===== config.mk =====
export PLATFORM = sky130hd
export DESIGN_NAME = ccr_calendar_clock_registers
export DESIGN_NICKNAME = d
export VERILOG_FILES = /design/src/ccr_pkg.sv /design/src/ccr_calendar_clock_registers.sv
export SDC_FILE = /design/constraint.sdc
export NUM_CORES = 1
export LEC_CHECK = 0
export BUFFER_PORTS_ARGS = -buffer_cell sky130_fd_sc_hd__buf_2
export CORE_ASPECT_RATIO = 1.75
export CORE_MARGIN = 4
export CORE_UTILIZATION = 42
export DETAILED_ROUTE_END_ITERATION = 8
export GPL_TIMING_DRIVEN = 1
export PLACE_DENSITY = 0.69
export SLEW_MARGIN = 20
export SYNTH_ARGS = -nofsm -noshare
export SYNTH_HDL_FRONTEND = slang
export SYNTH_SLANG_ARGS = --single-unit

===== constraint.sdc =====
create_clock -name clock_i -period 7.85 [get_ports clock_i]
set_input_delay 0.785 -clock clock_i [delete_from_list [all_inputs] [get_ports clock_i]]
set_output_delay 0.785 -clock clock_i [all_outputs]
set_load 0.05 [all_outputs]

===== src/ccr_pkg.sv =====
// shared constants and types for the calendar clock register block
package ccr_pkg;
  // register indices; byte address is four times the index
  localparam logic [13:0] IDX_UNLOCK   = 14'h20a0;
  localparam logic [13:0] IDX_OSC_TRIM = 14'h2504;
  localparam logic [13:0] IDX_CTRL     = 14'h2890;
  localparam logic [13:0] IDX_SUBSEC   = 14'h2892;
  localparam logic [13:0] IDX_SEC      = 14'h2893;
  localparam logic [13:0] IDX_MIN      = 14'h2894;
  localparam logic [13:0] IDX_HOUR     = 14'h2895;
  localparam logic [13:0] IDX_WDAY     = 14'h2896;
  localparam logic [13:0] IDX_MDAY     = 14'h2897;
  localparam logic [13:0] IDX_MONTH    = 14'h2898;
  localparam logic [13:0] IDX_YEAR     = 14'h2899;
  localparam logic [13:0] IDX_ADJ_HI   = 14'h289b;
  localparam logic [13:0] IDX_ADJ_MID  = 14'h289c;
  localparam logic [13:0] IDX_ADJ_LO   = 14'h289d;
  localparam logic [13:0] IDX_ALM_MIN  = 14'h289e;
  localparam logic [13:0] IDX_ALM_HOUR = 14'h289f;
  localparam logic [13:0] IDX_IRQ_STS  = 14'h28a0;
  localparam logic [13:0] IDX_IRQ_MASK = 14'h28a1;
  // control register fields
  localparam int CTRL_WR_BIT   = 7;
  localparam int CTRL_RD_BIT   = 6;
  localparam int CTRL_FAIL_BIT = 4;
  // interrupt status fields
  localparam int IRQ_ALARM  = 0;
  localparam int IRQ_SECOND = 1;
  localparam int IRQ_FAULT  = 2;
  localparam int IRQ_W      = 3;
  // reset values
  localparam logic [6:0] OSC_TRIM_RST = 7'h40;
  localparam logic [2:0] ADJ_HI_RST   = 3'h4;
  // calendar limits
  localparam logic [5:0] SEC_MAX   = 6'd59;
  localparam logic [4:0] HOUR_MAX  = 5'd23;
  localparam logic [2:0] WDAY_MAX  = 3'd7;
  localparam logic [3:0] MONTH_MAX = 4'd12;
  localparam logic [7:0] YEAR_MAX  = 8'd99;
  localparam logic [3:0] FEB       = 4'd2;
  // timing: slow tick near 1 kHz, sub-second step 1/128 s
  localparam int CLK_HZ        = 100000000;
  localparam int TICK_HZ       = 1000;
  localparam int TICK_DIV_DFLT = CLK_HZ / TICK_HZ;
  localparam logic [9:0] TICKS_PER_SEC = 10'(TICK_HZ);
  localparam int SUBSEC_STEPS  = 128;

  typedef struct packed {
    logic [5:0] sec;
    logic [5:0] min;
    logic [4:0] hour;
    logic [2:0] wday;
    logic [4:0] mday;
    logic [3:0] month;
    logic [7:0] year;
  } ccr_cal_t;

  localparam ccr_cal_t CAL_RST = '{6'h00, 6'h00, 5'h00, 3'h1, 5'h01, 4'h1, 8'h00};

  typedef struct packed {
    logic [15:0] paddr;
    logic        psel;
    logic        penable;
    logic        pwrite;
    logic [31:0] pwdata;
  } ccr_apb_req_t;
endpackage


===== src/ccr_calendar_clock_registers.sv =====
// calendar clock registers: counters, shadow, alarm, trims, apb slave
// What this block does
// count fault sets error flag; writing zero clears
// read freeze holds shadow; bit reads frozen state
// write freeze clear loads shadow at tick
// write freeze reads one until load happens
// read-only 8-bit sub-second count, 1/128 s
// alarm when minutes and hours match targets
// sec/min 0-59, hours 0-23, carry upward
// weekday 1-7, date 1-31, month 1-12, year 0-99
// year 00 and multiples of 4 leap
// software unlocks before each calendar field write
// calendar fields are software readable and writable
// coarse and fine adjust form 19-bit value
// software keeps coarse adjust within legal range
// 7-bit analog trim, resets to 0x40
// shadow tracks live time while not frozen
//
// Register access over APB was decided locally.
`timescale 1ns/1ps
module ccr_calendar_clock_registers #(
  parameter int TICK_DIV = ccr_pkg::TICK_DIV_DFLT
) (
  input  wire logic                 clock_i,
  input  wire logic                 rst_i,
  input  wire ccr_pkg::ccr_apb_req_t apb_i,
  output logic                      pready_o,
  output logic [31:0]               prdata_o,
  output logic                      pslverr_o,
  input  wire logic                 count_fault_i,
  output logic [18:0]               freq_adjust_o,
  output logic [6:0]                osc_trim_o,
  output logic                      irq_o
);
  import ccr_pkg::*;

  // ************************************************************
  // helper functions
  // ************************************************************

  // days in a month; year 00 counts as leap too
  function automatic logic [4:0] month_days(input logic [3:0] m, input logic [7:0] y);
    logic [4:0] d;
    d = 5'd31;
    if (m == FEB)
      d = (y[1:0] == 2'b00) ? 5'd29 : 5'd28;
    else if (m == 4'd4 || m == 4'd6 || m == 4'd9 || m == 4'd11)
      d = 5'd30;
    return d;
  endfunction

  // advance calendar by one second with carry into higher fields
  function automatic ccr_cal_t cal_inc(input ccr_cal_t c);
    ccr_cal_t n;
    n = c;
    if (c.sec < SEC_MAX)
      n.sec = c.sec + 6'd1;
    else
    begin
      n.sec = 6'd0;
      if (c.min < SEC_MAX)
        n.min = c.min + 6'd1;
      else
      begin
        n.min = 6'd0;
        if (c.hour < HOUR_MAX)
          n.hour = c.hour + 5'd1;
        else
        begin
          n.hour = 5'd0;
          n.wday = (c.wday >= WDAY_MAX) ? 3'd1 : c.wday + 3'd1;
          if (c.mday < month_days(c.month, c.year))
            n.mday = c.mday + 5'd1;
          else
          begin
            n.mday = 5'd1;
            if (c.month < MONTH_MAX)
              n.month = c.month + 4'd1;
            else
            begin
              n.month = 4'd1;
              n.year  = (c.year >= YEAR_MAX) ? 8'd0 : c.year + 8'd1;
            end
          end
        end
      end
    end
    return n;
  endfunction

  // ************************************************************
  // apb decode
  // ************************************************************

  logic [13:0] idx;
  logic        setup;
  logic        wr_acc;
  logic        mapped;

  assign idx    = apb_i.paddr[15:2];
  assign setup  = apb_i.psel && !apb_i.penable;
  assign wr_acc = apb_i.psel && apb_i.penable && apb_i.pwrite;
  // slave never inserts wait states
  assign pready_o = 1'b1;

  // address map check
  always_comb
  begin
    unique case (idx)
      IDX_UNLOCK, IDX_OSC_TRIM, IDX_CTRL, IDX_SUBSEC, IDX_SEC, IDX_MIN,
      IDX_HOUR, IDX_WDAY, IDX_MDAY, IDX_MONTH, IDX_YEAR, IDX_ADJ_HI,
      IDX_ADJ_MID, IDX_ADJ_LO, IDX_ALM_MIN, IDX_ALM_HOUR, IDX_IRQ_STS,
      IDX_IRQ_MASK: mapped = 1'b1;
      default:      mapped = 1'b0;
    endcase
  end

  // ************************************************************
  // slow tick and sub-second counter
  // ************************************************************

  logic [16:0] div_q;
  logic        tick;
  logic [9:0]  ms_q;
  logic [7:0]  subsec_q;
  logic        sec_edge;
  logic        pend_q;

  assign tick     = div_q == 17'(TICK_DIV - 1);
  assign sec_edge = tick && !pend_q && ms_q == TICKS_PER_SEC - 10'd1;

  // clock divider for the ~1 kHz counter clock
  always_ff @(posedge clock_i)
  begin
    if (rst_i || tick)
      div_q <= 17'h0;
    else
      div_q <= div_q + 17'h1;
  end

  // ticks within the second; restart after a software load
  always_ff @(posedge clock_i)
  begin
    if (rst_i || (tick && (pend_q || ms_q == TICKS_PER_SEC - 10'd1)))
      ms_q <= 10'h0;
    else if (tick)
      ms_q <= ms_q + 10'h1;
  end

  // remaining part of the second in 1/128 steps
  always_ff @(posedge clock_i)
  begin
    if (rst_i)
      subsec_q <= 8'h0;
    else
      subsec_q <= 8'((18'(TICKS_PER_SEC - 10'd1 - ms_q) * 18'(SUBSEC_STEPS))
                     / 18'(TICKS_PER_SEC));
  end

  // ************************************************************
  // control, unlock, shadow and live calendar
  // ************************************************************

  logic     wr_q;
  logic     rd_q;
  logic     fail_q;
  logic     unlock_q;
  logic     cal_wr;
  ccr_cal_t live_q;
  ccr_cal_t shadow_q;

  assign cal_wr = wr_acc && unlock_q && idx >= IDX_SEC && idx <= IDX_YEAR;

  // freeze bits; clearing write freeze arms the load
  always_ff @(posedge clock_i)
  begin
    if (rst_i)
    begin
      wr_q <= 1'b0;
      rd_q <= 1'b0;
    end
    else if (wr_acc && idx == IDX_CTRL)
    begin
      wr_q <= apb_i.pwdata[CTRL_WR_BIT];
      rd_q <= apb_i.pwdata[CTRL_RD_BIT];
    end
  end

  // load pending from freeze release until the next tick
  always_ff @(posedge clock_i)
  begin
    if (rst_i)
      pend_q <= 1'b0;
    else if (wr_acc && idx == IDX_CTRL && wr_q && !apb_i.pwdata[CTRL_WR_BIT])
      pend_q <= 1'b1;
    else if (tick)
      pend_q <= 1'b0;
  end

  // count error flag; a fault in the clear cycle wins
  always_ff @(posedge clock_i)
  begin
    if (rst_i)
      fail_q <= 1'b0;
    else if (count_fault_i)
      fail_q <= 1'b1;
    else if (wr_acc && idx == IDX_CTRL && !apb_i.pwdata[CTRL_FAIL_BIT])
      fail_q <= 1'b0;
  end

  // unlock lasts only until the next write of any kind
  always_ff @(posedge clock_i)
  begin
    if (rst_i)
      unlock_q <= 1'b0;
    else if (wr_acc)
      unlock_q <= idx == IDX_UNLOCK;
  end

  // shadow follows live unless frozen; software writes land here
  always_ff @(posedge clock_i)
  begin
    if (rst_i)
      shadow_q <= CAL_RST;
    else if (cal_wr)
    begin
      unique case (idx)
        IDX_SEC:   shadow_q.sec   <= apb_i.pwdata[5:0];
        IDX_MIN:   shadow_q.min   <= apb_i.pwdata[5:0];
        IDX_HOUR:  shadow_q.hour  <= apb_i.pwdata[4:0];
        IDX_WDAY:  shadow_q.wday  <= apb_i.pwdata[2:0];
        IDX_MDAY:  shadow_q.mday  <= apb_i.pwdata[4:0];
        IDX_MONTH: shadow_q.month <= apb_i.pwdata[3:0];
        default:   shadow_q.year  <= apb_i.pwdata[7:0];
      endcase
    end
    else if (!rd_q && !wr_q && !pend_q)
      shadow_q <= live_q;
  end

  // live counter: load from shadow or advance once per second
  always_ff @(posedge clock_i)
  begin
    if (rst_i)
      live_q <= CAL_RST;
    else if (tick && pend_q)
      live_q <= shadow_q;
    else if (sec_edge)
      live_q <= cal_inc(live_q);
  end

  // ************************************************************
  // trims, adjust and alarm targets
  // ************************************************************

  logic [6:0]  trim_q;
  logic [16:0] coarse_q;
  logic [1:0]  fine_q;
  logic [5:0]  alm_min_q;
  logic [4:0]  alm_hour_q;

  // plain read/write setting registers
  always_ff @(posedge clock_i)
  begin
    if (rst_i)
    begin
      trim_q     <= OSC_TRIM_RST;
      coarse_q   <= {ADJ_HI_RST, 14'h0};
      fine_q     <= 2'h0;
      alm_min_q  <= 6'h0;
      alm_hour_q <= 5'h0;
    end
    else if (wr_acc)
    begin
      if (idx == IDX_OSC_TRIM)
        trim_q <= apb_i.pwdata[6:0];
      if (idx == IDX_ADJ_HI)
        coarse_q[16:14] <= apb_i.pwdata[2:0];
      if (idx == IDX_ADJ_MID)
        coarse_q[13:6] <= apb_i.pwdata[7:0];
      if (idx == IDX_ADJ_LO)
      begin
        coarse_q[5:0] <= apb_i.pwdata[7:2];
        fine_q        <= apb_i.pwdata[1:0];
      end
      if (idx == IDX_ALM_MIN)
        alm_min_q <= apb_i.pwdata[5:0];
      if (idx == IDX_ALM_HOUR)
        alm_hour_q <= apb_i.pwdata[4:0];
    end
  end

  // range is the software's duty; hardware passes the value on
  assign freq_adjust_o = {coarse_q, fine_q};
  assign osc_trim_o    = trim_q;

  // ************************************************************
  // interrupt status and mask
  // ************************************************************

  logic               match;
  logic               match_q;
  logic               fault_q;
  logic [IRQ_W-1:0]   sts_q;
  logic [IRQ_W-1:0]   mask_q;
  logic [IRQ_W-1:0]   evt;

  assign match = live_q.min == alm_min_q && live_q.hour == alm_hour_q;
  assign evt   = {count_fault_i && !fault_q, sec_edge, match && !match_q};

  // edge memory so a lasting match fires once
  always_ff @(posedge clock_i)
  begin
    if (rst_i)
    begin
      match_q <= 1'b1;
      fault_q <= 1'b0;
    end
    else
    begin
      match_q <= match;
      fault_q <= count_fault_i;
    end
  end

  // sticky status, write one to clear; a new event wins
  always_ff @(posedge clock_i)
  begin
    if (rst_i)
      sts_q <= '0;
    else if (wr_acc && idx == IDX_IRQ_STS)
      sts_q <= (sts_q & ~apb_i.pwdata[IRQ_W-1:0]) | evt;
    else
      sts_q <= sts_q | evt;
  end

  // interrupt enable mask
  always_ff @(posedge clock_i)
  begin
    if (rst_i)
      mask_q <= '0;
    else if (wr_acc && idx == IDX_IRQ_MASK)
      mask_q <= apb_i.pwdata[IRQ_W-1:0];
  end

  assign irq_o = |(sts_q & mask_q);

  // ************************************************************
  // read data and error response
  // ************************************************************

  logic [31:0] rdata;

  // calendar reads come from the shadow, never the live counter
  always_comb
  begin
    rdata = 32'h0;
    unique case (idx)
      IDX_OSC_TRIM: rdata[6:0] = trim_q;
      IDX_CTRL:
      begin
        rdata[CTRL_WR_BIT]   = wr_q || pend_q;
        rdata[CTRL_RD_BIT]   = rd_q;
        rdata[CTRL_FAIL_BIT] = fail_q;
      end
      IDX_SUBSEC:   rdata[7:0] = subsec_q;
      IDX_SEC:      rdata[5:0] = shadow_q.sec;
      IDX_MIN:      rdata[5:0] = shadow_q.min;
      IDX_HOUR:     rdata[4:0] = shadow_q.hour;
      IDX_WDAY:     rdata[2:0] = shadow_q.wday;
      IDX_MDAY:     rdata[4:0] = shadow_q.mday;
      IDX_MONTH:    rdata[3:0] = shadow_q.month;
      IDX_YEAR:     rdata[7:0] = shadow_q.year;
      IDX_ADJ_HI:   rdata[2:0] = coarse_q[16:14];
      IDX_ADJ_MID:  rdata[7:0] = coarse_q[13:6];
      IDX_ADJ_LO:   rdata[7:0] = {coarse_q[5:0], fine_q};
      IDX_ALM_MIN:  rdata[5:0] = alm_min_q;
      IDX_ALM_HOUR: rdata[4:0] = alm_hour_q;
      IDX_IRQ_STS:  rdata[IRQ_W-1:0] = sts_q;
      IDX_IRQ_MASK: rdata[IRQ_W-1:0] = mask_q;
      default:      rdata = 32'h0;
    endcase
  end

  // answer sampled at setup, held through the access cycle
  always_ff @(posedge clock_i)
  begin
    if (rst_i)
    begin
      prdata_o  <= 32'h0;
      pslverr_o <= 1'b0;
    end
    else if (setup)
    begin
      prdata_o  <= apb_i.pwrite ? 32'h0 : rdata;
      pslverr_o <= !mapped;
    end
  end

  // ************************************************************
  // assertions
  // ************************************************************

  AST_FAIL_SET: assert property (@(posedge clock_i) disable iff (rst_i)
    count_fault_i |=> fail_q)
    else $error("count error flag not set by fault");

  AST_FAIL_CLR: assert property (@(posedge clock_i) disable iff (rst_i)
    wr_acc && idx == IDX_CTRL && !apb_i.pwdata[CTRL_FAIL_BIT] && !count_fault_i
    |=> !fail_q)
    else $error("count error flag not cleared by zero write");

  AST_RD_HOLD: assert property (@(posedge clock_i) disable iff (rst_i)
    rd_q && !cal_wr |=> $stable(shadow_q))
    else $error("shadow moved while read frozen");

  AST_WR_LOAD: assert property (@(posedge clock_i) disable iff (rst_i)
    tick && pend_q |=> live_q == $past(shadow_q) && !pend_q)
    else $error("shadow not loaded at tick");

  AST_WR_VIEW: assert property (@(posedge clock_i) disable iff (rst_i)
    wr_acc && idx == IDX_CTRL && wr_q && !apb_i.pwdata[CTRL_WR_BIT]
    |=> pend_q && (wr_q || pend_q))
    else $error("write freeze released before load");

  // the bus view of the freeze bit must stay high while the load waits
  AST_WR_READ: assert property (@(posedge clock_i) disable iff (rst_i)
    pend_q && idx == IDX_CTRL |-> rdata[CTRL_WR_BIT])
    else $error("write freeze read low while load pending");

  // a fresh second leaves nearly all of it: the top count of 127/128
  AST_SUBSEC: assert property (@(posedge clock_i) disable iff (rst_i)
    tick && (pend_q || ms_q == TICKS_PER_SEC - 10'd1) |=> ##1 subsec_q == 8'd127)
    else $error("sub-second count not full at second start");

  AST_ALARM: assert property (@(posedge clock_i) disable iff (rst_i)
    match && !match_q |=> sts_q[IRQ_ALARM])
    else $error("alarm match lost");

  AST_SEC_ROLL: assert property (@(posedge clock_i) disable iff (rst_i)
    sec_edge && live_q.sec == SEC_MAX |=> live_q.sec == 6'd0)
    else $error("seconds did not roll over");

  AST_WDAY_WRAP: assert property (@(posedge clock_i) disable iff (rst_i)
    sec_edge && live_q.sec == SEC_MAX && live_q.min == SEC_MAX
    && live_q.hour == HOUR_MAX && live_q.wday == WDAY_MAX |=> live_q.wday == 3'd1)
    else $error("weekday did not wrap to one");

  AST_LEAP: assert property (@(posedge clock_i) disable iff (rst_i)
    sec_edge && live_q.sec == SEC_MAX && live_q.min == SEC_MAX
    && live_q.hour == HOUR_MAX && live_q.month == FEB && live_q.mday == 5'd28
    && live_q.year[1:0] == 2'b00 |=> live_q.mday == 5'd29)
    else $error("leap day skipped");

  AST_TRACK: assert property (@(posedge clock_i) disable iff (rst_i)
    !rd_q && !wr_q && !pend_q && !cal_wr |=> shadow_q == $past(live_q))
    else $error("shadow not tracking live time");
endmodule


==> Yosys cells after proc, flatten, opt, wreduce, memory -nomap -nowiden <==
Index checks and enable logic that the tools add are counted.
{ "totals": {"word_cells": 207, "ff_bits": 192, "n_memories": 0, "output_inout_bits": 61, "latchBits": 0, "mem_bits_ro": 0, "ram_bits": 0} }
{ "classes": {"eq_ne": 39, "n_div": 1, "shifts": 0, "n_mul": 0, "n_reduce_logical": 63, "add_sub_neg": 10, "n_bitwise": 5, "magnitude_cmp": 9, "mux": 45} }
{ "ops": {"columns": ["operator", "n"], "rows": [
  ["14-bit equality test (second input constant)", 18],
  ["37-bit 2-to-1 mux", 4],
  ["5-bit 2-to-1 mux", 10],
  ["3-bit case mux with 16 select lines", 1],
  ["8-bit 2-to-1 mux", 4],
  ["31-bit 2-to-1 mux", 1],
  ["2-bit AND reduction", 14],
  ["25-bit 2-to-1 mux", 1],
  ["6-bit 2-to-1 mux", 4],
  ["1-bit case mux with 12 select lines", 2],
  ["1-bit logical AND", 21],
  ["20-bit 2-to-1 mux", 1],
  ["18-bit by 10-bit divider with 18-bit output (second input constant)", 1],
  ["18-bit OR reduction", 1],
  ["17-bit by 1-bit adder with 17-bit output (second input constant)", 1],
  ["17-bit equality test (second input constant)", 1],
  ["14-bit >= comparator (second input constant)", 1],
  ["14-bit less-or-equal comparator (second input constant)", 1],
  ["6-bit by 1-bit adder with 6-bit output (second input constant)", 2],
  ["6-bit < comparator (second input constant)", 2],
  ["12-bit 2-to-1 mux", 1],
  ["2-bit by 1-bit inequality test with 1-bit output (second input constant)", 6],
  ["2-bit inequality test (second input constant)", 6],
  ["10-bit by 10-bit subtractor with 11-bit output (first input constant)", 1],
  ["other kinds (36)", 67]
]} }

==> Logic depth before layout (Yosys ltp) <==
Gate-level depths: netlist (run 1).
{ "logic_depth": {"word_depth": 19, "depth_mapped": 31, "ltp_nobuf": 24} }

==> Worst setup path before layout (run 1) <==
OpenSTA, ideal clock, no wires.
{ "synth_timing": {"path_kind": "reg-to-reg", "startpoint": "register ms_q[3]", "endpoint": "register subsec_q[0]", "required_ps": 7788, "setup_ps": 62, "arrival_time_ps": 6390, "period_less_slack_ps": 6451, "slack_ps": 1399, "stages_incl_launch_ff": 28, "path_buffers": 5, "cell_sequence": "dfxtp_1 buf_2 clkbuf_1 inv_1 ha_1 buf_4 and3b_1 buf_2 a311oi_2 or3_1 o211a_2 o31ai_4 mux2i_1 a41oi_2 buf_2 a221o_1 and2_4 o31a_4 mux2i_1 ha_1 o31ai_1 o21ai_2 ha_1 xor2_1 nand2_1 or4_1 a311o_1 nand3_1"} }
{ "synth_between": {"elab_chain_cells": 2} }
{ "synth_rtl": {"columns": ["element", "line", "rtl"], "rows": [
  ["from (decl)", "ccr_calendar_clock_registers.sv:124", "logic [9:0] ms_q;"],
  ["from (signal assigned)", "ccr_calendar_clock_registers.sv:147", "ms_q <= ms_q + 10'h1;"],
  ["10-bit by 10-bit subtractor with 11-bit output", "ccr_calendar_clock_registers.sv:156", "subsec_q <= 8'((18'(TICKS_PER_SEC - 10'd1 - ms_q) * 18'(SUBSEC_STEPS))"],
  ["18-bit by 10-bit divider with 18-bit output", "ccr_calendar_clock_registers.sv:157", "/ 18'(TICKS_PER_SEC));"],
  ["to (signal assigned)", "ccr_calendar_clock_registers.sv:156", null],
  ["to (decl)", "ccr_calendar_clock_registers.sv:125", "logic [7:0] subsec_q;"]
]} }
No other way between the ends.
A chain may end at the register's enable or synchronous reset.

==> Worst setup path after layout (run 1) <==
{ "layout_timing": {"startpoint": "register ms_q[7]", "endpoint": "register subsec_q[0]"} }
Same word-level chain as after synthesis.

==> out/qor.json, run 1 <==
{
  "number_of_synthesized_flops_with_an_enable_pin": 0,
  "worst-endpoint-arrival_ps": 7330,
  "path_class": "reg2reg",
  "synth_area_in_compound_gates_pct": 26.15,
  "grt_setup_unrepaired": "false",
  "detail_route_antenna_nets": 0,
  "synthSimpleGateAreaFrac_pct": 26.95,
  "power_mw": 1.779,
  "irDropWorstVdd_uv": 217.2,
  "async_reset_ff_share_pct": 0,
  "status": "complete, no violations",
  "fp.dieArea_sq_um": 29090,
  "pins_over_their_slew_limit": 0,
  "drt_first_pass_iters": 6,
  "synth_area_leader": "dfxtp_1",
  "n_antenna_cell": 0,
  "power_report.internal_total_mw": 1.356,
  "setup_total_negative_slack_ps": 0,
  "dominantRegCellSynth": "dfxtp_1",
  "cpPeakStageDelay_ps": 650,
  "grt_first_pass_wirelength_um": 53910,
  "total_number_of_h_tree_levels": 4,
  "timing.final.setup_violations": 0,
  "wl_per_cell_um": 19.12,
  "post_route_cells_drive_above_1_share_pct": 11.01,
  "critPathBufInv": 0,
  "die_h_um": 222.7,
  "drt_drc_violations_left": 0,
  "totalWireLength_um": 34780,
  "maxSlewHeadroom_pct": 25.74,
  "core.rowCount": 78,
  "p_leak_nw": 4.583,
  "cts_inserted_buffers": 17,
  "coreArea_sq_um": 25960,
  "path_max_fanout": 15,
  "cts_max_path_buffers": 2,
  "skew_ps": 13.39,
  "sequential_area_share_after_synthesis_pct": 30.41,
  "power_frac_clock_pct": 47.2,
  "finalWeightedCongestion": 1.017,
  "cts_sinks": 168,
  "num_vias": 11140,
  "netlist_instances": 1464,
  "max_clock_freq_ghz": 0.1425,
  "synth_seq_cells": 168,
  "combinationalPowerShare_pct": 4.4,
  "floorplan.io_pins": 115,
  "worstHoldPathType": "reg2reg",
  "worst_hold_slack_ps": 470.1,
  "floorplan.die.width_um": 130.7,
  "tritoncts_clock_tree": "yes",
  "postLayoutCoreUtil_pct": 46.66,
  "design.final.nets": 1567,
  "netlist_top_cells_area": "dfxtp_1, nor2_1, a21oi_1, nand2_1, mux2i_1",
  "yosysWarningCount": 0,
  "post_cts.repair.setup_buffers": 0,
  "power.sequential.fraction_pct": 48.4,
  "cts-root-buf": "clkbuf_16",
  "dpl.hpwl_um": 26170,
  "synth_top_area_share_pct": 30.41,
  "detail_route.iter0.violations": 799,
  "clock_insertion_delay_worst_skew_ps": 440,
  "synth_cell_types": 105,
  "synth_top_family_by_area": "simple AND/OR/NAND/NOR gates",
  "power_switching_mw": 0.4232,
  "yosys.area_share.xor_xnor_pct": 4.662,
  "final_number_of_hold_violating_endpoints": 0,
  "critPathRequiredTime_ps": 8160,
  "groute.usage.overall_pct": 23.20,
  "resized_after_cts": 0,
  "area_growth_syn_to_layout_pct": 9.539,
  "synth-adder-area-share_pct": 3.123,
  "fin_crit_sh_pct": 89.42,
  "synthesis.area_per_instance_sq_um": 7.553,
  "holdBufCountCts": 0,
  "buffer_ports.inserted": 63,
  "swShare_pct": 23.79,
  "r2r_slack_ps": 830,
  "starting_density_of_the_core_pct": 42.60,
  "grt_max_degree": 76,
  "critical-path-top-delay-family": "compound AO/OA/AOI/OAI gates",
  "max_slew.worst_pin.slew_ps": 1105,
  "setup.worst_path.start_class": "flip-flop",
  "vias_in_the_first_global_route": 10270,
  "maxCapViolations": 0,
  "critical_path.endpoint_type": "flip-flop",
  "areal_power_density_over_the_cells_nw_per_um2": 146.9,
  "clkSlewWorstSetupHoldPaths_ps": 70,
  "vias_per_cell": 6.123,
  "synth_area_sq_um": 11060,
  "layout_min_cycle_time_ps": 7019,
  "globalRoute.totalOverflow": 0,
  "antenna_violations_before_repair": 0,
  "cpMaxStageDelayCell": "dfxtp_1",
  "cp_cell_sequence": "nand3_1 -> or3_1 -> or3_1 -> o211a_2 -> o31ai_4 -> mux2i_1 -> a41oi_2 -> a221o_1 -> and2_4 -> o31a_4 -> mux2i_1 -> ha_1 -> o31ai_1 -> o21ai_2 -> ha_1 -> nor2b_1 -> nand4_1 -> o21a_1 -> o311ai_1 -> nand3_1",
  "synthMuxAreaShare_pct": 3.089
}
-- power by group through the flow --
stage / sequential, mW / clock (mW) / combinational (mW)
after detailed placement: 0.880 / 0 / 0.0770
after global routing: 0.860 / 0.878 / 0.0830
final: 0.861 / 0.840 / 0.0784
after CTS: 0.860 / 0.852 / 0.0772
after floorplan: 0.879 / 0 / 0.0667
after global placement: 0.880 / 0 / 0.0764
-- logic make-up (layout without fill, tap and decap cells) --
group,Yosys count,after routing
buffers and inverters,130,142
adder cells (fa/ha/maj),28,28
AO/OA/AOI/OAI,425,425
XOR/XNOR,58,58
multiplexers,34,34
AND/OR/NAND/NOR,619,619
other,2,25
flip-flops,168,168
-- synth_stat cells, types with 29 or more instances --
master	count
mux2i_1	33
nand3_1	55
nand2_1	124
nor3_1	35
clkbuf_1	57
dfxtp_1	168
a21oi_1	177
xor2_1	29
inv_1	29
nor2_1	239
a22oi_1	33
o21ai_0	33
-- cell type report --
class	instances	area [sq um]
fill	2557	13850
multi-input combinational	1189	7201
sequential	168	3363
clock buffer	21	460.4
timing repair buffer	82	460.4
tap	320	400.4
clock inverter	10	118.9
inverter	29	108.9
-- final timing paths --
kind,start,to,depth (start not counted)
setup / recovery,ms_q[7]$_SDFFE_PP0N_,subsec_q[0]$_SDFF_PP0_,20
hold / removal,unlock_q$_SDFFE_PP0P_,unlock_q$_SDFFE_PP0P_,2
setup reg to reg,ms_q[7]$_SDFFE_PP0N_,subsec_q[0]$_SDFF_PP0_,20
hold reg to reg,unlock_q$_SDFFE_PP0P_,unlock_q$_SDFFE_PP0P_,2
-- placed cells by master, fill, tap and decap left out, drive strengths merged, types with 22 or more instances in the layout --
cell / n
buf: 82
nand4: 22
nor3: 35
xnor2: 28
dfxtp: 168
inv: 31
ha: 26
nor2: 239
xor2: 30
nand3: 55
a22oi: 33
mux2i: 33
o21ai: 44
conb: 25
nand2: 124
a21oi: 179
-- worst reg2reg max path: stages (launching register included) --
cell and delay [ps]:
dfxtp_1 650, nand3_1 300, or3_1 470, or3_1 370, o211a_2 200, o31ai_4 560, mux2i_1 430, a41oi_2 400
a221o_1 510, and2_4 180, o31a_4 320, mux2i_1 300, ha_1 310, o31ai_1 150, o21ai_2 350, ha_1 310
nor2b_1 180, nand4_1 250, o21a_1 260, o311ai_1 290, nand3_1 110
-- sequential cells by signal, summed over array words and instances (netlist names), 7 cells and up --
signal,count
coarse_q,17
div_q,17
live_q,37
ms_q,10
osc_trim_o,7
prdata_o,8
shadow_q,37
subsec_q,8
-- metrics by stage --
| stage | instance area (sq um) | setup WS [ps] | std cells |
|---|---|---|---|
| 2_1_floorplan | 11140 | 1399 | 1487 |
| 3_3_place_gp | 11520 | 1003 | 1788 |
| 3_5_place_dp | 11520 | 975.8 | 1788 |
| 4_1_cts | 12100 | 914.7 | 1819 |
| 5_1_grt | 12110 | 342.4 | 1819 |
| 6_report | 12110 | 830.7 | 1819 |
-- per-layer routing --
| layer | track usage (%) | wire, um | vias to the layer above |
|---|---|---|---|
| li1 | - | - | 5307 |
| met1 | 23.36 | 12510 | 5278 |
| met2 | 41.73 | 18070 | 413 |
| met3 | 2.887 | 1418 | 139 |
| met4 | 17.90 | 2788 | 0 |
| met5 | 0 | 0 | - |
No activity file was read; power rests on OpenSTA's default activity.
==> inputs of run 2 (changes only) <==
--- a/config.mk
+++ b/config.mk
@@ -10,7 +10,7 @@
 export CORE_MARGIN = 4
 export CORE_UTILIZATION = 42
 export DETAILED_ROUTE_END_ITERATION = 8
-export GPL_TIMING_DRIVEN = 1
+export GPL_TIMING_DRIVEN = 0
 export PLACE_DENSITY = 0.69
 export SLEW_MARGIN = 20
 export SYNTH_ARGS = -nofsm -noshare
==> run 2 against run 1 <==
Design area is 3.5% higher; critical path type unchanged; sequential share of layout area is 0.95 points lower; largest cell class unchanged; combinational power is 26% higher.
==> out/qor.json, run 2 (synthesis results as in run 1) <==
{
  "maxCapViolations": 0,
  "fin_crit_sh_pct": 94.09,
  "critical_path.endpoint_type": "flip-flop",
  "tritoncts_clock_tree": "yes",
  "layout.cells.most_common_list": "nor2_1, a21oi_1, dfxtp_1",
  "vias_in_the_first_global_route": 10730,
  "setup_total_negative_slack_ps": 0,
  "grt_setup_unrepaired": "false",
  "max_slew.worst_pin.slew_ps": 1066,
  "coreArea_sq_um": 25960,
  "layout_top_registers": "live_q (37), shadow_q (37)",
  "final_number_of_hold_violating_endpoints": 0,
  "mostFrequentLayoutCell": "nor2_1",
  "path_max_fanout": 16,
  "cts_inserted_buffers": 17,
  "skew_ps": 10.68,
  "worst-endpoint-arrival_ps": 7670,
  "holdBufCountCts": 0,
  "cts_sinks": 168,
  "detail_route.iter0.violations": 1005,
  "totalWireLength_um": 39390,
  "grt_max_degree": 17,
  "cts-root-buf": "clkbuf_16",
  "layout_min_cycle_time_ps": 7386,
  "globalRoute.totalOverflow": 0,
  "die_h_um": 222.7,
  "detail_route_antenna_nets": 0,
  "max_clock_freq_ghz": 0.1354,
  "setup.worst_path.start_class": "flip-flop",
  "wl_per_cell_um": 20.71,
  "total_number_of_h_tree_levels": 4,
  "path_class": "reg2reg",
  "floorplan.die.width_um": 130.7,
  "post_route_cells_drive_above_1_share_pct": 12.14,
  "floorplan.io_pins": 115,
  "clock_insertion_delay_worst_skew_ps": 440,
  "starting_density_of_the_core_pct": 42.60,
  "drt_first_pass_iters": 7,
  "pins_over_their_slew_limit": 0,
  "drt_drc_violations_left": 0,
  "grt_first_pass_wirelength_um": 59270,
  "r2r_slack_ps": 460,
  "n_antenna_cell": 0,
  "p_leak_nw": 4.808,
  "area_growth_syn_to_layout_pct": 13.41,
  "timing.final.setup_violations": 0,
  "cts_max_path_buffers": 2,
  "status": "complete, no violations",
  "design.final.nets": 1649,
  "irDropWorstVdd_uv": 127.0,
  "maxSlewHeadroom_pct": 28.38,
  "worstHoldPathType": "reg2reg",
  "core.rowCount": 78,
  "fp.dieArea_sq_um": 29090,
  "num_vias": 11670,
  "dpl.hpwl_um": 30460,
  "critPathRequiredTime_ps": 8130,
  "antenna_violations_before_repair": 0,
  "clkSlewWorstSetupHoldPaths_ps": 70,
  "groute.usage.overall_pct": 26.19,
  "finalWeightedCongestion": 1.014,
  "vias_per_cell": 6.134,
  "buffer_ports.inserted": 60,
  "areal_power_density_over_the_cells_nw_per_um2": 147.5,
  "worst_hold_slack_ps": 461.0
}
## run 2: cell type report
class / instances / area (sq um)
Fill cell: 2587 / 13420
Multi-Input combinational cell: 1189 / 7227
Sequential cell: 168 / 3363
Buffer: 100 / 501.7
Clock buffer: 18 / 429.2
Tap cell: 320 / 400.4
Timing Repair Buffer: 64 / 325.3
Clock inverter: 14 / 185.2
Inverter: 29 / 108.9
## run 2: path summary, 6_finish.rpt
path,startpoint,to,cells past startpoint
min,unlock_q$_SDFFE_PP0P_,unlock_q$_SDFFE_PP0P_,2
max reg2reg,ms_q[3]$_SDFFE_PP0N_,subsec_q[1]$_SDFF_PP0_,26
max,ms_q[3]$_SDFFE_PP0N_,subsec_q[1]$_SDFF_PP0_,26
min reg2reg,unlock_q$_SDFFE_PP0P_,unlock_q$_SDFFE_PP0P_,2
## run 2: what timing repair did
item	4_1_cts	5_1_grt
gates resized for setup	0	5
hold endpoints to repair	0	0
buffers inserted	0	2
setup endpoints to repair	0	2
## run 2: report_power, final
part / internal, mW / switching [mW] / leakage (nW)
Combinational: 0.0247 / 0.0739 / 3.15
Clock: 0.509 / 0.381 / 0.296
Sequential: 0.857 / 0.00465 / 1.36
Total: 1.39 / 0.460 / 4.81
## run 2: metal layers
metal  track usage, %  wire (um)
met1            25.90      13330
met2            46.36      20010
met3            4.258       2345
met4            21.39       3695
met5                0          0
## run 2: metrics by stage
step                      cell area, sq um  setup slack, ps  cells  total power, mW  utilization (%)
after floorplan                      11140             1399   1487           0.9456                -
after global placement               11850            75.22   1867           0.9757            45.63
after detailed placement             11890            36.92   1869           0.9768            45.80
after CTS                            12500          0.06839   1901            1.855            48.16
after global routing                 12540            28.89   1902            1.891            48.31
final                                12540            464.3   1902            1.850            48.31
## run 2: worst max-delay path: stages (launching register included)
cell and delay (ps):
dfxtp_1 360, buf_2 300, inv_1 210, ha_1 240, buf_4 170, nand4b_1 240
o21ba_1 330, o211ai_1 200, buf_4 210, o211ai_1 400, o31ai_4 190, a211oi_1 340
o21ai_1 160, clkbuf_2 230, a22oi_1 440, o32ai_4 200, o31a_4 430, mux2i_2 310
ha_1 310, o31ai_1 160, o21ai_2 360, ha_1 310, nor2b_1 140, nand4_1 260
o21a_1 260, o311ai_1 330, o21ai_1 130
==> inputs of run 3 (changes only) <==
--- a/config.mk
+++ b/config.mk
@@ -5,9 +5,9 @@
 export SDC_FILE = /design/constraint.sdc
 export NUM_CORES = 1
 export LEC_CHECK = 0
+export ABC_AREA = 1
 export BUFFER_PORTS_ARGS = -buffer_cell sky130_fd_sc_hd__buf_2
 export CORE_ASPECT_RATIO = 1.75
-export CORE_MARGIN = 4
 export CORE_UTILIZATION = 42
 export DETAILED_ROUTE_END_ITERATION = 8
 export GPL_TIMING_DRIVEN = 0
==> run 3 against run 2 <==
Sequential share of layout area rose by 0.65 points; register-to-register slack improved by 880 ps; combinational power rose by 9.5%; critical path depth rose by 19; cell count rose by 7.8%; sequential power barely moved; clock-buffer cell count rose by 5; highest routed layer unchanged.
==> out/qor.json, run 3 <==
{
  "mostFrequentLayoutCell": "nand2_1",
  "worst_hold_slack_ps": 425.7,
  "cpMaxStageDelayCell": "dfxtp_1",
  "coreArea_sq_um": 25240,
  "status": "complete, no violations",
  "synth_cell_types": 51,
  "cpPeakStageDelay_ps": 500,
  "swShare_pct": 23.52,
  "dominantRegCellSynth": "dfxtp_1",
  "path_class": "reg2reg",
  "critPathRequiredTime_ps": 8160,
  "detail_route.iter0.violations": 749,
  "layout.cells.most_common_list": "nand2_1, inv_1, dfxtp_1",
  "cts_max_path_buffers": 2,
  "vias_in_the_first_global_route": 11110,
  "postLayoutCoreUtil_pct": 48.51,
  "irDropWorstVdd_uv": 92.51,
  "fin_crit_sh_pct": 82.90,
  "total_number_of_h_tree_levels": 4,
  "core.rowCount": 77,
  "tritoncts_clock_tree": "yes",
  "power_switching_mw": 0.4395,
  "synth_seq_cells": 168,
  "resized_after_cts": 0,
  "detail_route_antenna_nets": 0,
  "yosysWarningCount": 0,
  "pins_over_their_slew_limit": 0,
  "grt_first_pass_wirelength_um": 58660,
  "timing.final.setup_violations": 0,
  "dpl.hpwl_um": 29850,
  "critical_path.endpoint_type": "flip-flop",
  "netlist_instances": 1618,
  "floorplan.die.width_um": 123.3,
  "path_max_fanout": 10,
  "synthesis.area_per_instance_sq_um": 6.689,
  "clock_insertion_delay_worst_skew_ps": 450,
  "globalRoute.totalOverflow": 0,
  "skew_ps": 7.153,
  "totalWireLength_um": 37550,
  "drt_drc_violations_left": 0,
  "floorplan.io_pins": 115,
  "num_vias": 11540,
  "layout_min_cycle_time_ps": 6508,
  "synthSimpleGateAreaFrac_pct": 31.14,
  "synth_area_sq_um": 10820,
  "area_growth_syn_to_layout_pct": 13.13,
  "vias_per_cell": 5.624,
  "synth-adder-area-share_pct": 3.006,
  "timing.critical_path.mode_cell": "nand2_1",
  "p_leak_nw": 5.148,
  "sequential_area_share_after_synthesis_pct": 31.08,
  "max_slew.worst_pin.slew_ps": 1116,
  "layout_top_registers": "live_q (37), shadow_q (37)",
  "power_report.internal_total_mw": 1.429,
  "fp.dieArea_sq_um": 26440,
  "worstHoldPathType": "reg2reg",
  "cts_inserted_buffers": 17,
  "wl_per_cell_um": 18.31,
  "n_fill_cell": 2669,
  "cts-root-buf": "clkbuf_16",
  "grt_max_degree": 17,
  "async_reset_ff_share_pct": 0,
  "grt_setup_unrepaired": "false",
  "maxSlewHeadroom_pct": 25.34,
  "setup.worst_path.start_class": "flip-flop",
  "synth_area_in_compound_gates_pct": 19.35,
  "post-synth-top-count-cell": "nand2_1",
  "antenna_violations_before_repair": 0,
  "max_clock_freq_ghz": 0.1537,
  "clkSlewWorstSetupHoldPaths_ps": 60,
  "synth_top_family_by_area": "simple AND/OR/NAND/NOR gates",
  "starting_density_of_the_core_pct": 42.88,
  "post_route_cells_drive_above_1_share_pct": 12.05,
  "power.sequential.fraction_pct": 46.1,
  "number_of_synthesized_flops_with_an_enable_pin": 0,
  "maxCapViolations": 0,
  "buffer_ports.inserted": 62,
  "power_frac_clock_pct": 48.2,
  "die_h_um": 214.4,
  "final_number_of_hold_violating_endpoints": 0,
  "cts_sinks": 168,
  "groute.usage.overall_pct": 29.31,
  "synth_area_leader": "dfxtp_1",
  "synth_top_area_share_pct": 31.08,
  "drt_first_pass_iters": 8,
  "design.final.nets": 1803,
  "n_antenna_cell": 0,
  "synthMuxAreaShare_pct": 0,
  "holdBufCountCts": 0,
  "finalWeightedCongestion": 0.9883,
  "netlist_top_cells_area": "dfxtp_1, nand2_1, inv_1, o21ai_0, a21oi_1",
  "yosys.area_share.xor_xnor_pct": 3.306,
  "worst-endpoint-arrival_ps": 6820,
  "combinationalPowerShare_pct": 5.8,
  "synth_top_cells_by_count": "nand2_1, inv_1, dfxtp_1",
  "post_cts.repair.setup_buffers": 0,
  "setup_total_negative_slack_ps": 0,
  "areal_power_density_over_the_cells_nw_per_um2": 152.6
}
## run 3: cell type report
class | count | area (sq um) | share of cell area [%]
multi-input cells | 1161 | 6254 | 51.07
flip-flops and latches | 168 | 3363 | 27.47
inverters | 244 | 915.9 | 7.480
clock buffers | 23 | 467.9 | 3.822
well taps | 316 | 395.4 | 3.229
plain buffers | 68 | 387.9 | 3.168
repair buffers | 63 | 315.3 | 2.575
clock inverters | 8 | 145.1 | 1.185
## run 3: path summary, 6_finish.rpt
kind	endpoint	startpoint	cells past startpoint	slack, ps
hold reg to reg	sts_q[2]$_SDFF_PP0_	fault_q$_SDFF_PP0_	1	430
setup reg to reg	subsec_q[0]$_SDFF_PP0_	ms_q[3]$_SDFFE_PP0N_	45	1340
hold / removal	sts_q[2]$_SDFF_PP0_	fault_q$_SDFF_PP0_	1	430
setup / recovery	subsec_q[0]$_SDFF_PP0_	ms_q[3]$_SDFFE_PP0N_	45	1340
## run 3: cells by family after synthesis
family | count (synthesis)
xor gates and xnor gates | 40
DFF | 168
AOI/OAI and AO/OA | 375
other | 2
adders and majority gates | 26
and+or+nand+nor | 695
buffers and inverters | 312
## run 3: per-stage QoR
step	worst slack, ps	power [mW]	cell area, sq um	cells
2_1_floorplan	2298	0.9499	10910	1641
3_3_place_gp	1394	0.9844	11610	2019
3_5_place_dp	1377	0.9846	11630	2020
4_1_cts	1321	1.869	12240	2051
5_1_grt	609.7	1.915	12240	2051
6_report	1342	1.869	12240	2051
## run 3: power groups by stage
| stage | Combinational, mW | Sequential, mW | Clock [mW] |
|---|---|---|---|
| 2_1_floorplan | 0.0699 | 0.880 | 0 |
| 3_3_place_gp | 0.105 | 0.880 | 0 |
| 3_5_place_dp | 0.105 | 0.880 | 0 |
| 4_1_cts | 0.105 | 0.861 | 0.903 |
| 5_1_grt | 0.115 | 0.861 | 0.940 |
| 6_report | 0.108 | 0.861 | 0.900 |
## run 3: layer usage
layer | wire [um] | up-vias | global-route usage (%)
li1 | - | 5595 | -
met1 | 12680 | 5290 | 28.29
met2 | 19380 | 468 | 52.23
met3 | 2337 | 182 | 6.463
met4 | 3155 | 0 | 22.89
met5 | 0 | - | 0
## run 3: worst max-delay path: cells and delay by family (launching register included)
| family | cells | cell delay, ps |
|---|---|---|
| compound gates | 1 | 160 |
| simple gates | 36 | 4220 |
| flops | 1 | 500 |
| fa+ha+maj | 3 | 790 |
| buf+inv | 5 | 670 |
